File: config.mk
export PLATFORM = sky130hd
export DESIGN_NAME = htor_regs
export DESIGN_NICKNAME = d
export VERILOG_FILES = /design/src/core/htor_pkg.sv /design/src/core/htor_regs.sv /design/src/core/htor_seg_clamp.sv
export VERILOG_INCLUDE_DIRS = /design/src /design/src/core
export SDC_FILE = /design/constraint.sdc
export NUM_CORES = 1
export LEC_CHECK = 0
export BUFFER_PORTS_ARGS = -buffer_cell sky130_fd_sc_hd__buf_4
export CORE_MARGIN = 2
export CORE_UTILIZATION = 28
export DETAILED_ROUTE_END_ITERATION = 10
export GPL_ROUTABILITY_DRIVEN = 0
export GPL_TIMING_DRIVEN = 0
export HOLD_SLACK_MARGIN = 0.1
export PLACE_DENSITY = 0.43
export SLEW_MARGIN = 20
export SYNTH_ARGS = -nofsm -noshare
export SYNTH_HDL_FRONTEND = slang
export SYNTH_SLANG_ARGS = --single-unit
File: constraint.sdc
create_clock -name clock -period 15.7 [get_ports clock]
set_input_delay 0 -clock clock [delete_from_list [all_inputs] [get_ports clock]]
set_output_delay 0 -clock clock [all_outputs]
set_load 0.01 [all_outputs]
File: src/core/htor_consts.svh
`ifndef HTOR_CONSTS_SVH
`define HTOR_CONSTS_SVH
// ==========================================================
// Register indices (byte address is the index shifted left)
`define HTOR_IDX_POS 8'h0e
`define HTOR_IDX_NEG 8'h0f
`define HTOR_IDX_BRK 8'h10
`define HTOR_IDX_A2V 8'h11
`define HTOR_IDX_FLR 8'h12
`define HTOR_IDX_CFG 8'h20
`define HTOR_IDX_STS 8'h21
// ==========================================================
// Reset values
`define HTOR_RST_POS 8'h00
`define HTOR_RST_NEG 8'h00
`define HTOR_RST_BRK 8'h00
`define HTOR_RST_A2V 4'h5
`define HTOR_RST_FLR 8'h19
`define HTOR_RST_CFG 2'h0
// ==========================================================
// Field positions
`define HTOR_A2V_PEAK_HI 3
`define HTOR_A2V_PEAK_LO 2
`define HTOR_A2V_FILT_HI 1
`define HTOR_A2V_FILT_LO 0
`define HTOR_CFG_STEP_BIT 0
`define HTOR_CFG_CLOSED_BIT 1
// ==========================================================
// Timing and scaling
`define HTOR_CLK_PERIOD_NS 8
`define HTOR_MS_NS 1000000
`define HTOR_STEP_SLOW_MS 4'h5
`define HTOR_STEP_FAST_MS 4'h1
`define HTOR_PEAK_STEP_MS 6'h0a
`define HTOR_CORNER_0_HZ 8'h64
`define HTOR_CORNER_1_HZ 8'h7d
`define HTOR_CORNER_2_HZ 8'h96
`define HTOR_CORNER_3_HZ 8'hc8
`define HTOR_FLOOR_FS_MV 20'h00708
`define HTOR_FLOOR_FS_CODE 20'h000ff
`endif

File: src/core/htor_pkg.sv
package htor_pkg;
  // ==========================================================
  // Segment classes seen by the playback engine
  typedef enum logic [1:0] {
    HTOR_SEG_OTHER = 2'b00, // Overdrive or zero drive, no offset here
    HTOR_SEG_POS   = 2'b01, // Positive sustain
    HTOR_SEG_NEG   = 2'b10, // Negative sustain
    HTOR_SEG_BRAKE = 2'b11  // Most negative portion
  } htor_seg_t;
endpackage : htor_pkg

File: src/core/htor_regs.sv
// Implementation choice: the APB interface to the registers.
`timescale 1ns/1ps
`include "htor_consts.svh"
// Summary of operation
// - Positive sustain offset: signed byte, reset zero
// - Non-overdrive positive drive is positive sustain
// - Positive adjust equals offset times step period
// - Negative sustain offset: signed byte, reset zero
// - Non-braking negative drive is negative sustain
// - Negative adjust equals offset times step period
// - Brake offset: signed byte, reset zero
// - Most negative drive marks the braking segment
// - Brake offset acts in open loop only
// - Brake adjust equals offset times step period
// - Peak window code selects 10/20/30/40 ms
// - Corner code selects 100/125/150/200 Hz
// - Samples below input floor are ignored
// - Floor volts equal code times 1.8/255
module htor_regs
  import htor_pkg::*;
#(
  parameter int CYCLES_PER_MS = `HTOR_MS_NS / `HTOR_CLK_PERIOD_NS
)(
  input wire logic clock,
  input wire logic nrst,
  // APB slave
  input wire logic psel,
  input wire logic penable,
  input wire logic pwrite,
  input wire logic [11:0] paddr,
  input wire logic [31:0] pwdata,
  output logic [31:0] prdata,
  output logic pready,
  output logic pslverr,
  // Segment request from the playback engine
  input wire logic segValid,
  input wire logic signed [7:0] segDrive,
  input wire logic signed [7:0] segPeak,
  input wire logic signed [7:0] segTrough,
  input wire logic [15:0] segNominalMs,
  // Segment answer
  output logic segOutValid,
  output logic [1:0] segOutClass,
  output logic signed [11:0] segOutAdjMs,
  output logic [15:0] segOutDurMs,
  // Settings seen by the engine
  output logic [7:0] sustainPosOffset,
  output logic [7:0] sustainNegOffset,
  output logic [7:0] brakeOffset,
  output logic stepPeriodSelect,
  output logic closedLoop,
  // Audio-to-vibe path
  input wire logic a2vSampleValid,
  input wire logic [7:0] a2vSampleLevel,
  output logic a2vPeakValid,
  output logic [7:0] a2vPeakLevel,
  output logic [5:0] a2vPeakWindowMs,
  output logic [7:0] a2vLowpassCornerHz,
  output logic [7:0] a2vInputFloor,
  output logic [10:0] a2vInputFloorMv
);
  // ==========================================================
  // Register storage
  logic [7:0] posOff_q; // Positive sustain offset
  logic [7:0] negOff_q; // Negative sustain offset
  logic [7:0] brkOff_q; // Brake offset
  logic [3:0] a2vCtrl_q; // Peak window and corner codes
  logic [7:0] floor_q; // Minimum input level
  logic [1:0] cfg_q; // Step period select and loop mode

  // ==========================================================
  // APB decode
  logic [7:0] regIdx; // Word index of the access
  logic mapped; // Address hits a register
  logic accessPhase; // Second cycle of a transfer
  logic wrStrobe; // Write takes effect this edge

  assign regIdx = paddr[9:2];
  assign accessPhase = psel && penable;
  assign wrStrobe = accessPhase && pwrite && mapped;

  // Address decode; only aligned words in the low window hit
  always_comb begin
    if (paddr[11:10] != 2'h0 || paddr[1:0] != 2'h0) begin
      mapped = 1'b0;
    end else if (regIdx == `HTOR_IDX_POS || regIdx == `HTOR_IDX_NEG) begin
      mapped = 1'b1;
    end else if (regIdx == `HTOR_IDX_BRK || regIdx == `HTOR_IDX_A2V) begin
      mapped = 1'b1;
    end else if (regIdx == `HTOR_IDX_FLR || regIdx == `HTOR_IDX_CFG) begin
      mapped = 1'b1;
    end else if (regIdx == `HTOR_IDX_STS) begin
      mapped = 1'b1;
    end else begin
      mapped = 1'b0;
    end
  end

  // No wait states; an unmapped address answers with an error
  assign pready = 1'b1;
  assign pslverr = accessPhase && !mapped;

  // ==========================================================
  // Register writes
  always_ff @(posedge clock or negedge nrst) begin
    if (!nrst) begin
      posOff_q <= `HTOR_RST_POS;
      negOff_q <= `HTOR_RST_NEG;
      brkOff_q <= `HTOR_RST_BRK;
      a2vCtrl_q <= `HTOR_RST_A2V;
      floor_q <= `HTOR_RST_FLR;
      cfg_q <= `HTOR_RST_CFG;
    end else if (wrStrobe) begin
      if (regIdx == `HTOR_IDX_POS) begin
        posOff_q <= pwdata[7:0];
      end else if (regIdx == `HTOR_IDX_NEG) begin
        negOff_q <= pwdata[7:0];
      end else if (regIdx == `HTOR_IDX_BRK) begin
        brkOff_q <= pwdata[7:0];
      end else if (regIdx == `HTOR_IDX_A2V) begin
        // Reserved upper nibble is dropped here
        a2vCtrl_q <= pwdata[3:0];
      end else if (regIdx == `HTOR_IDX_FLR) begin
        floor_q <= pwdata[7:0];
      end else if (regIdx == `HTOR_IDX_CFG) begin
        cfg_q <= pwdata[1:0];
      end
    end
  end

  // ==========================================================
  // Read data, captured in the setup cycle so it is stable
  // from a flip-flop throughout the access cycle
  logic [1:0] lastClass_q; // Class of the last segment
  logic [7:0] lastPeak_q; // Last peak reported
  logic [31:0] rdMux; // Read value for the current index

  always_comb begin
    rdMux = 32'h00000000;
    if (regIdx == `HTOR_IDX_POS) begin
      rdMux = {24'h000000, posOff_q};
    end else if (regIdx == `HTOR_IDX_NEG) begin
      rdMux = {24'h000000, negOff_q};
    end else if (regIdx == `HTOR_IDX_BRK) begin
      rdMux = {24'h000000, brkOff_q};
    end else if (regIdx == `HTOR_IDX_A2V) begin
      rdMux = {28'h0000000, a2vCtrl_q};
    end else if (regIdx == `HTOR_IDX_FLR) begin
      rdMux = {24'h000000, floor_q};
    end else if (regIdx == `HTOR_IDX_CFG) begin
      rdMux = {30'h00000000, cfg_q};
    end else if (regIdx == `HTOR_IDX_STS) begin
      rdMux = {16'h0000, lastPeak_q, 6'h00, lastClass_q};
    end
  end

  always_ff @(posedge clock or negedge nrst) begin
    if (!nrst) begin
      prdata <= 32'h00000000;
    end else if (psel && !penable) begin
      // Unmapped reads return zero with the error flag
      prdata <= mapped ? rdMux : 32'h00000000;
    end
  end

  // Settings straight from storage
  assign sustainPosOffset = posOff_q;
  assign sustainNegOffset = negOff_q;
  assign brakeOffset = brkOff_q;
  assign stepPeriodSelect = cfg_q[`HTOR_CFG_STEP_BIT];
  assign closedLoop = cfg_q[`HTOR_CFG_CLOSED_BIT];
  assign a2vInputFloor = floor_q;

  // ==========================================================
  // Segment classification and offset
  logic [3:0] stepMs; // Current step period in ms
  htor_seg_t segClass_d; // Class of the incoming value
  logic signed [11:0] segAdj_d; // Signed adjustment in ms
  htor_seg_t segClass_q; // Registered class
  logic signed [11:0] segAdj_q; // Registered adjustment
  logic [15:0] segNom_q; // Registered nominal length
  logic segStage_q; // Request held in stage one

  assign stepMs = stepPeriodSelect ? `HTOR_STEP_FAST_MS : `HTOR_STEP_SLOW_MS;

  // Overdrive (the peak value) is left alone; its offset lives
  // elsewhere. The brake test precedes the generic negative one.
  always_comb begin
    segClass_d = HTOR_SEG_OTHER;
    segAdj_d = 12'sh000;
    if (segDrive > 8'sh00 && segDrive == segPeak) begin
      segClass_d = HTOR_SEG_OTHER;
    end else if (segDrive > 8'sh00) begin
      segClass_d = HTOR_SEG_POS;
      segAdj_d = $signed({{4{posOff_q[7]}}, posOff_q})
               * $signed({8'h00, stepMs});
    end else if (segDrive < 8'sh00 && segDrive == segTrough) begin
      segClass_d = HTOR_SEG_BRAKE;
      if (!closedLoop) begin
        segAdj_d = $signed({{4{brkOff_q[7]}}, brkOff_q})
                 * $signed({8'h00, stepMs});
      end else begin
        // Closed loop brakes on its own; offset unused
        segAdj_d = 12'sh000;
      end
    end else if (segDrive < 8'sh00) begin
      segClass_d = HTOR_SEG_NEG;
      segAdj_d = $signed({{4{negOff_q[7]}}, negOff_q})
               * $signed({8'h00, stepMs});
    end
  end

  // Stage one: class and adjustment
  always_ff @(posedge clock or negedge nrst) begin
    if (!nrst) begin
      segStage_q <= 1'b0;
      segClass_q <= HTOR_SEG_OTHER;
      segAdj_q <= 12'sh000;
      segNom_q <= 16'h0000;
    end else begin
      segStage_q <= segValid;
      if (segValid) begin
        segClass_q <= segClass_d;
        segAdj_q <= segAdj_d;
        segNom_q <= segNominalMs;
      end
    end
  end

  // Stage two: class and adjustment registered on the same edge as the clamped length
  always_ff @(posedge clock or negedge nrst) begin
    if (!nrst) begin
      segOutClass <= 2'h0;
      segOutAdjMs <= 12'sh000;
      lastClass_q <= 2'h0;
    end else if (segStage_q) begin
      segOutClass <= segClass_q;
      segOutAdjMs <= segAdj_q;
      lastClass_q <= segClass_q;
    end
  end

  // Duration clamp
  htor_seg_clamp u_clamp (
    .clock(clock),
    .nrst(nrst),
    .inValid(segStage_q),
    .nominalMs(segNom_q),
    .adjMs(segAdj_q),
    .outValid(segOutValid),
    .durMs(segOutDurMs)
  );

  // ==========================================================
  // Audio-to-vibe settings decode
  always_ff @(posedge clock or negedge nrst) begin
    if (!nrst) begin
      a2vPeakWindowMs <= 6'h00;
      a2vLowpassCornerHz <= 8'h00;
      a2vInputFloorMv <= 11'h000;
    end else begin
      // Window is ten ms per code step, code zero meaning ten
      a2vPeakWindowMs <= 6'(`HTOR_PEAK_STEP_MS
        * ({4'h0, a2vCtrl_q[`HTOR_A2V_PEAK_HI:`HTOR_A2V_PEAK_LO]} + 6'h01));
      case (a2vCtrl_q[`HTOR_A2V_FILT_HI:`HTOR_A2V_FILT_LO])
        2'h0: a2vLowpassCornerHz <= `HTOR_CORNER_0_HZ;
        2'h1: a2vLowpassCornerHz <= `HTOR_CORNER_1_HZ;
        2'h2: a2vLowpassCornerHz <= `HTOR_CORNER_2_HZ;
        default: a2vLowpassCornerHz <= `HTOR_CORNER_3_HZ;
      endcase
      // Floor in millivolts, truncated toward zero
      a2vInputFloorMv <= 11'(({12'h000, floor_q} * `HTOR_FLOOR_FS_MV)
        / `HTOR_FLOOR_FS_CODE);
    end
  end

  // ==========================================================
  // Millisecond enable from the system clock
  logic [31:0] msCnt_q; // Cycle counter within one ms
  logic msTick; // One-cycle pulse per ms

  assign msTick = (msCnt_q == 32'(CYCLES_PER_MS - 1));

  always_ff @(posedge clock or negedge nrst) begin
    if (!nrst) begin
      msCnt_q <= 32'h00000000;
    end else if (msTick) begin
      msCnt_q <= 32'h00000000;
    end else begin
      msCnt_q <= msCnt_q + 32'h00000001;
    end
  end

  // ==========================================================
  // Peak detection over the selected window
  logic [5:0] winMs_q; // Elapsed ms in this window
  logic [7:0] peak_q; // Running peak this window
  logic winEnd; // Window closes this cycle
  logic sampleOk; // Sample at or above the floor
  logic [7:0] peakCand; // Peak including this cycle's sample

  assign winEnd = msTick && (winMs_q + 6'h01 >= a2vPeakWindowMs);
  assign sampleOk = a2vSampleValid && (a2vSampleLevel >= floor_q);
  assign peakCand = (sampleOk && a2vSampleLevel > peak_q) ? a2vSampleLevel : peak_q;

  // A sample landing on the closing edge still counts
  always_ff @(posedge clock or negedge nrst) begin
    if (!nrst) begin
      winMs_q <= 6'h00;
      peak_q <= 8'h00;
      a2vPeakValid <= 1'b0;
      a2vPeakLevel <= 8'h00;
      lastPeak_q <= 8'h00;
    end else begin
      a2vPeakValid <= winEnd;
      if (winEnd) begin
        winMs_q <= 6'h00;
        peak_q <= 8'h00;
        a2vPeakLevel <= peakCand;
        lastPeak_q <= peakCand;
      end else begin
        if (msTick) begin
          winMs_q <= winMs_q + 6'h01;
        end
        peak_q <= peakCand;
      end
    end
  end
endmodule : htor_regs

File: src/core/htor_seg_clamp.sv
`timescale 1ns/1ps
`include "htor_consts.svh"
module htor_seg_clamp
  import htor_pkg::*;
(
  input wire logic clock,
  input wire logic nrst,
  input wire logic inValid,
  input wire logic [15:0] nominalMs,
  input wire logic signed [11:0] adjMs,
  output logic outValid,
  output logic [15:0] durMs
);
  // ==========================================================
  // Adjusted duration, widened so neither end can wrap
  logic signed [17:0] sumMs; // Nominal plus signed adjustment
  logic [15:0] durMs_d; // Clamped next duration

  always_comb begin
    sumMs = $signed({2'b00, nominalMs}) + $signed({{6{adjMs[11]}}, adjMs});
    if (sumMs < 18'sh00000) begin
      // Negative offset longer than segment: stop at zero
      durMs_d = 16'h0000;
    end else if (sumMs > 18'sh0ffff) begin
      // Saturate rather than wrap on the long side too
      durMs_d = 16'hffff;
    end else begin
      durMs_d = sumMs[15:0];
    end
  end

  // Result register, one cycle behind the request
  always_ff @(posedge clock or negedge nrst) begin
    if (!nrst) begin
      outValid <= 1'b0;
      durMs <= 16'h0000;
    end else begin
      outValid <= inValid;
      if (inValid) begin
        durMs <= durMs_d;
      end
    end
  end
endmodule : htor_seg_clamp

==> summary.md <==
| Metric | Value |
|---|---|
| Most frequent CP cell | ha_1 |
| Power per Cell Area | 69.83 nW/um2 |
| Gate power share | 17.0% |
| Share of synthesized registers carrying an async set or reset | 100.0% |
| Util after Layout | 35.18% |
| Net Sw Power | 0.0003650 W |
| Clk sink count | 194 |
| Non-filler cells, final | 2424 |
| Largest net degree at the start of global routing | 81 |
| Routed wire per std cell | 17.64 um |
| Filler instances | 5110 |
| Share of cells above drive strength 1 | 21.49% |
| Number of enable flip-flop cells after synthesis | 0 |
| Post-route DRC | 0 |
| Grt total ovfl | 0 |
| Die width | 229.5 um |
| Worst VDD drop | 0.08387 mV |
| Synth Area in Simple Gates | 17.45% |
| Max Cap Viol | 0 |
| WP data required | 16.06 ns |
| Pwr Total | 0.001232 W |
| Initial antenna violation count | 3 |
| Final setup violation count | 0 |
| Vias in the first global route | 11730 |
| Avg Cell Area, Syn | 9.670 um2 |
| Post-Synth XOR/XNOR Area | 6.333% |
| Min-delay src | segPeak[0] |
| Compound-gate portion of the synthesized area | 17.09% |
| Total core area | 50170 um2 |
| Relative slew margins | 28.60% |
| Die area | 52690 um2 |
| Std cell rows | 82 |
| Sequential Area | 4861 um2 |
| Multiplexer share of the synthesized area | 6.615% |
| Die Y | 229.5 um |
| Hold Path Class | in2reg |
| CTS tree | built |
| # nets final | 1981 |
| DRT Pass-1 Iters | 5 |
| Clk Latency, worst-skew pair | 0.48 ns |
| Overall global routing resource usage | 16.42% |
| Worst setup EP type | flop |
| Synth top area share | 33.20% |
| Final period utilization | 77.83% |
| Synth Instances | 1473 |
| Tmin final | 12.22 ns |
| Multi-input gate area | 8775 um2 |
| Flop2flop setup slack | 3.48 ns |
| Data arrival, critical path | 12.58 ns |
| Synth Flop Type | dfrtp_1 |
| Worst slack on hold paths | 0.09541 ns |
| Netlist Area Pre-Place | 14240 um2 |
| Clk pwr share | 37.9% |
| Final worst clock skew | 0.01693 ns |
| Initial DRC Count | 646 |
| Max Slew Vio Count | 0 |
| Main combinational cell family by area after synthesis | simple AND/OR/NAND/NOR gates |
| Placed cell count | 2352 |
| Routed vias | 11790 |
| Max clock buf depth | 2 |
| First-pass GRT wire length | 67400 um |
| Via density | 4.863 |
| Dpl hpwl | 33670 um |
| Overall routed net length | 42760 um |
| Critical Path Source Type | flop |
| Outcome | finished clean |
| Maximum clock frequency | 81.84 MHz |
| Worst Setup SP | a2vInputFloor[2]$_DFFE_PN0P_ |
| Critical path type | reg2reg |
| Cell taking the most area after synthesis | dfrtp_1 |
| Number of distinct library cells after synthesis | 113 |
| Ports | 232 |
| Unrepaired setup endpoints after global routing | false |
| Crit-path slowest cell | a32oi_1 |
| Synth top area cells | dfrtp_1 33%, ha_1 12%, mux2_2 5.5% |
| Area grow syn2layout | 23.92% |
| Sequential share of power | 45.1% |
| Yosys reg bits | 194 |
| IO buf count | 188 |
| Sw Ratio | 29.61% |
| TritonCTS Buffers | 17 |
| Remaining antenna violation count | 0 |
| Final hold viol count | 0 |
| CTS H-Tree Depth | 4 |
| Post-synthesis sequential area ratio | 34.13% |
| Cell-internal power | 0.0008675 W |
| P_leak | 8.513 nW |
| R2r startpoint | a2vInputFloor[2]$_DFFE_PN0P_ |
| Transition time of the tightest slew-check pin | 1.070 ns |
| Initial Util | 28.39% |
| Crit-path max FO | 10 |
| Setup Buffers After CTS | 0 |
| Adder-cell area share of the yosys netlist | 13.52% |
| Clk pin slew, worst setup/hold paths | 0.09 ns |
| Root Buffer Master | clkbuf_16 |
| Total Neg Setup Slack | 0 ns |
| Crit path largest cell delay | 0.61 ns |
| Synth warnings | 0 |
-- cells in the mapped netlist, drive strengths merged (7+ instances only) --
library cell and n:
a211oi 13, a21o 25, a21oi 71, a222oi 8, a22o 14, a31oi 10
and2 15, and3 20, buf 30, clkbuf 32, dfrtp 189, fa 12
ha 133, inv 96, mux2 71, mux2i 13, nand2 93, nand2b 22
nand3 39, nand3b 8, nand4 20, nor2 77, nor2b 42, nor3 28
nor4 20, o211ai 10, o21ai 81, o21bai 20, o22ai 11, o2bb2ai 7
o31ai 13, or2 13, or3 13, xnor2 67, xor2 36
-- cells by family (layout without fill, tap and decap cells) --
kind of cell,after synthesis,after routing
other,2,20
and+or+nand+nor,444,444
xor gates and xnor gates,103,103
buffers and inverters,158,419
adders and majority gates,147,147
AOI/OAI and AO/OA,341,341
muxes,84,84
DFF,194,194
-- state kept, by name, summed over array words and instances, names as in the netlist, 8 cells and up --
| name | flops |
|---|---|
| segOutAdjMs | 12 |
| a2vLowpassCornerHz | 8 |
| sustainPosOffset | 8 |
| peak_q | 8 |
| sustainNegOffset | 8 |
| lastPeak_q | 8 |
| msCnt_q | 32 |
| a2vInputFloor | 8 |
| prdata | 16 |
| a2vInputFloorMv | 11 |
| segAdj_q | 12 |
| u_clamp.durMs | 16 |
| segNom_q | 16 |
| brakeOffset | 8 |
-- metrics by stage --
step / cell area [um2] / setup WS [ns]
2_1_floorplan: 14300 / 5.686
3_3_place_gp: 16560 / 3.556
3_5_place_dp: 16640 / 3.673
4_1_cts: 17630 / 3.580
5_1_grt: 17650 / 2.569
6_report: 17650 / 3.480
-- cell type report --
| cell class | instances | share of cell area (%) |
|---|---|---|
| Antenna cell | 2 | 0.02835 |
| Clock inverter | 15 | 1.070 |
| Sequential cell | 194 | 27.54 |
| Buffer | 62 | 1.843 |
| Tap cell | 672 | 4.764 |
| Clock buffer | 17 | 2.410 |
| Inverter | 96 | 2.042 |
| Timing Repair Buffer | 229 | 10.59 |
| Multi-Input combinational cell | 1137 | 49.71 |
-- power by group through the flow --
stage,Sequential [W],Clock [W],Combinational [W]
finish,0.000556,0.000467,0.000209
global route,0.000561,0.000503,0.000237
CTS,0.000557,0.000485,0.000213
detailed placement,0.000566,0,0.000204
global placement,0.000566,0,0.000200
floorplan,0.000568,0,0.000112
-- worst max-delay path: cells and delay by family (launching register included) --
kind	cells	cell delay (ns)
adder cells (fa/ha/maj)	7	2.46
AND/OR/NAND/NOR	11	2.29
buffers and inverters	6	1.29
AO/OA/AOI/OAI	15	4.66
multiplexers	2	0.71
XOR/XNOR	1	0.11
flip-flops	1	0.57
-- layout by cell type, fill, tap and decap left out, types with 10 or more instances in the layout --
| cell | count |
|---|---|
| or3_1 | 12 |
| nand2_1 | 92 |
| nor4_1 | 17 |
| o21bai_1 | 20 |
| a22o_1 | 14 |
| xnor2_1 | 67 |
| and2_1 | 14 |
| fa_1 | 12 |
| o211ai_1 | 10 |
| and3_1 | 18 |
| mux2i_1 | 12 |
| o21ai_0 | 72 |
| clkbuf_16 | 17 |
| buf_4 | 206 |
| o22ai_1 | 11 |
| a21o_1 | 25 |
| o31ai_1 | 10 |
| dfrtp_1 | 189 |
| nor3_1 | 25 |
| nand3_1 | 39 |
| ha_1 | 133 |
| clkbuf_1 | 32 |
| dlygate4sd3_1 | 37 |
| conb_1 | 18 |
| mux2_2 | 70 |
| inv_1 | 96 |
| nand4_1 | 19 |
| nor2b_1 | 42 |
| a21oi_1 | 70 |
| nor2_1 | 75 |
| xor2_1 | 36 |
| nand2b_1 | 21 |
-- path summary, 6_finish.rpt --
check                      depth (start not counted)                           end
hold / removal                                     5       segAdj_q[7]$_DFFE_PN0P_
setup / recovery                                  42  a2vInputFloorMv[0]$_DFF_PN0_
hold reg to reg                                    0    u_clamp.outValid$_DFF_PN0_
min in group asynchronous                          3      a2vCtrl_q[2]$_DFFE_PN1P_
max in group asynchronous                          4  a2vInputFloor[0]$_DFFE_PN1P_
setup reg to reg                                  42  a2vInputFloorMv[0]$_DFF_PN0_
-- what timing repair did --
action                                  in CTS  in global routing
endpoints found under the setup margin       0                  0
hold endpoints to repair                   261                  2
gates resized for setup                      0                  0
hold buffers                                37                  1
-- routing by layer --
layer  track usage, %  vias to the layer above  part of all wire, %
li1                 -                     5848                    -
met1            22.35                     5703                   48
met2            26.73                      206                   47
met3            2.888                       28                  3.7
met4            4.403                        2                  1.4
met5                0                        -                0.030
Note: power is estimated with default switching activity, not from simulation.
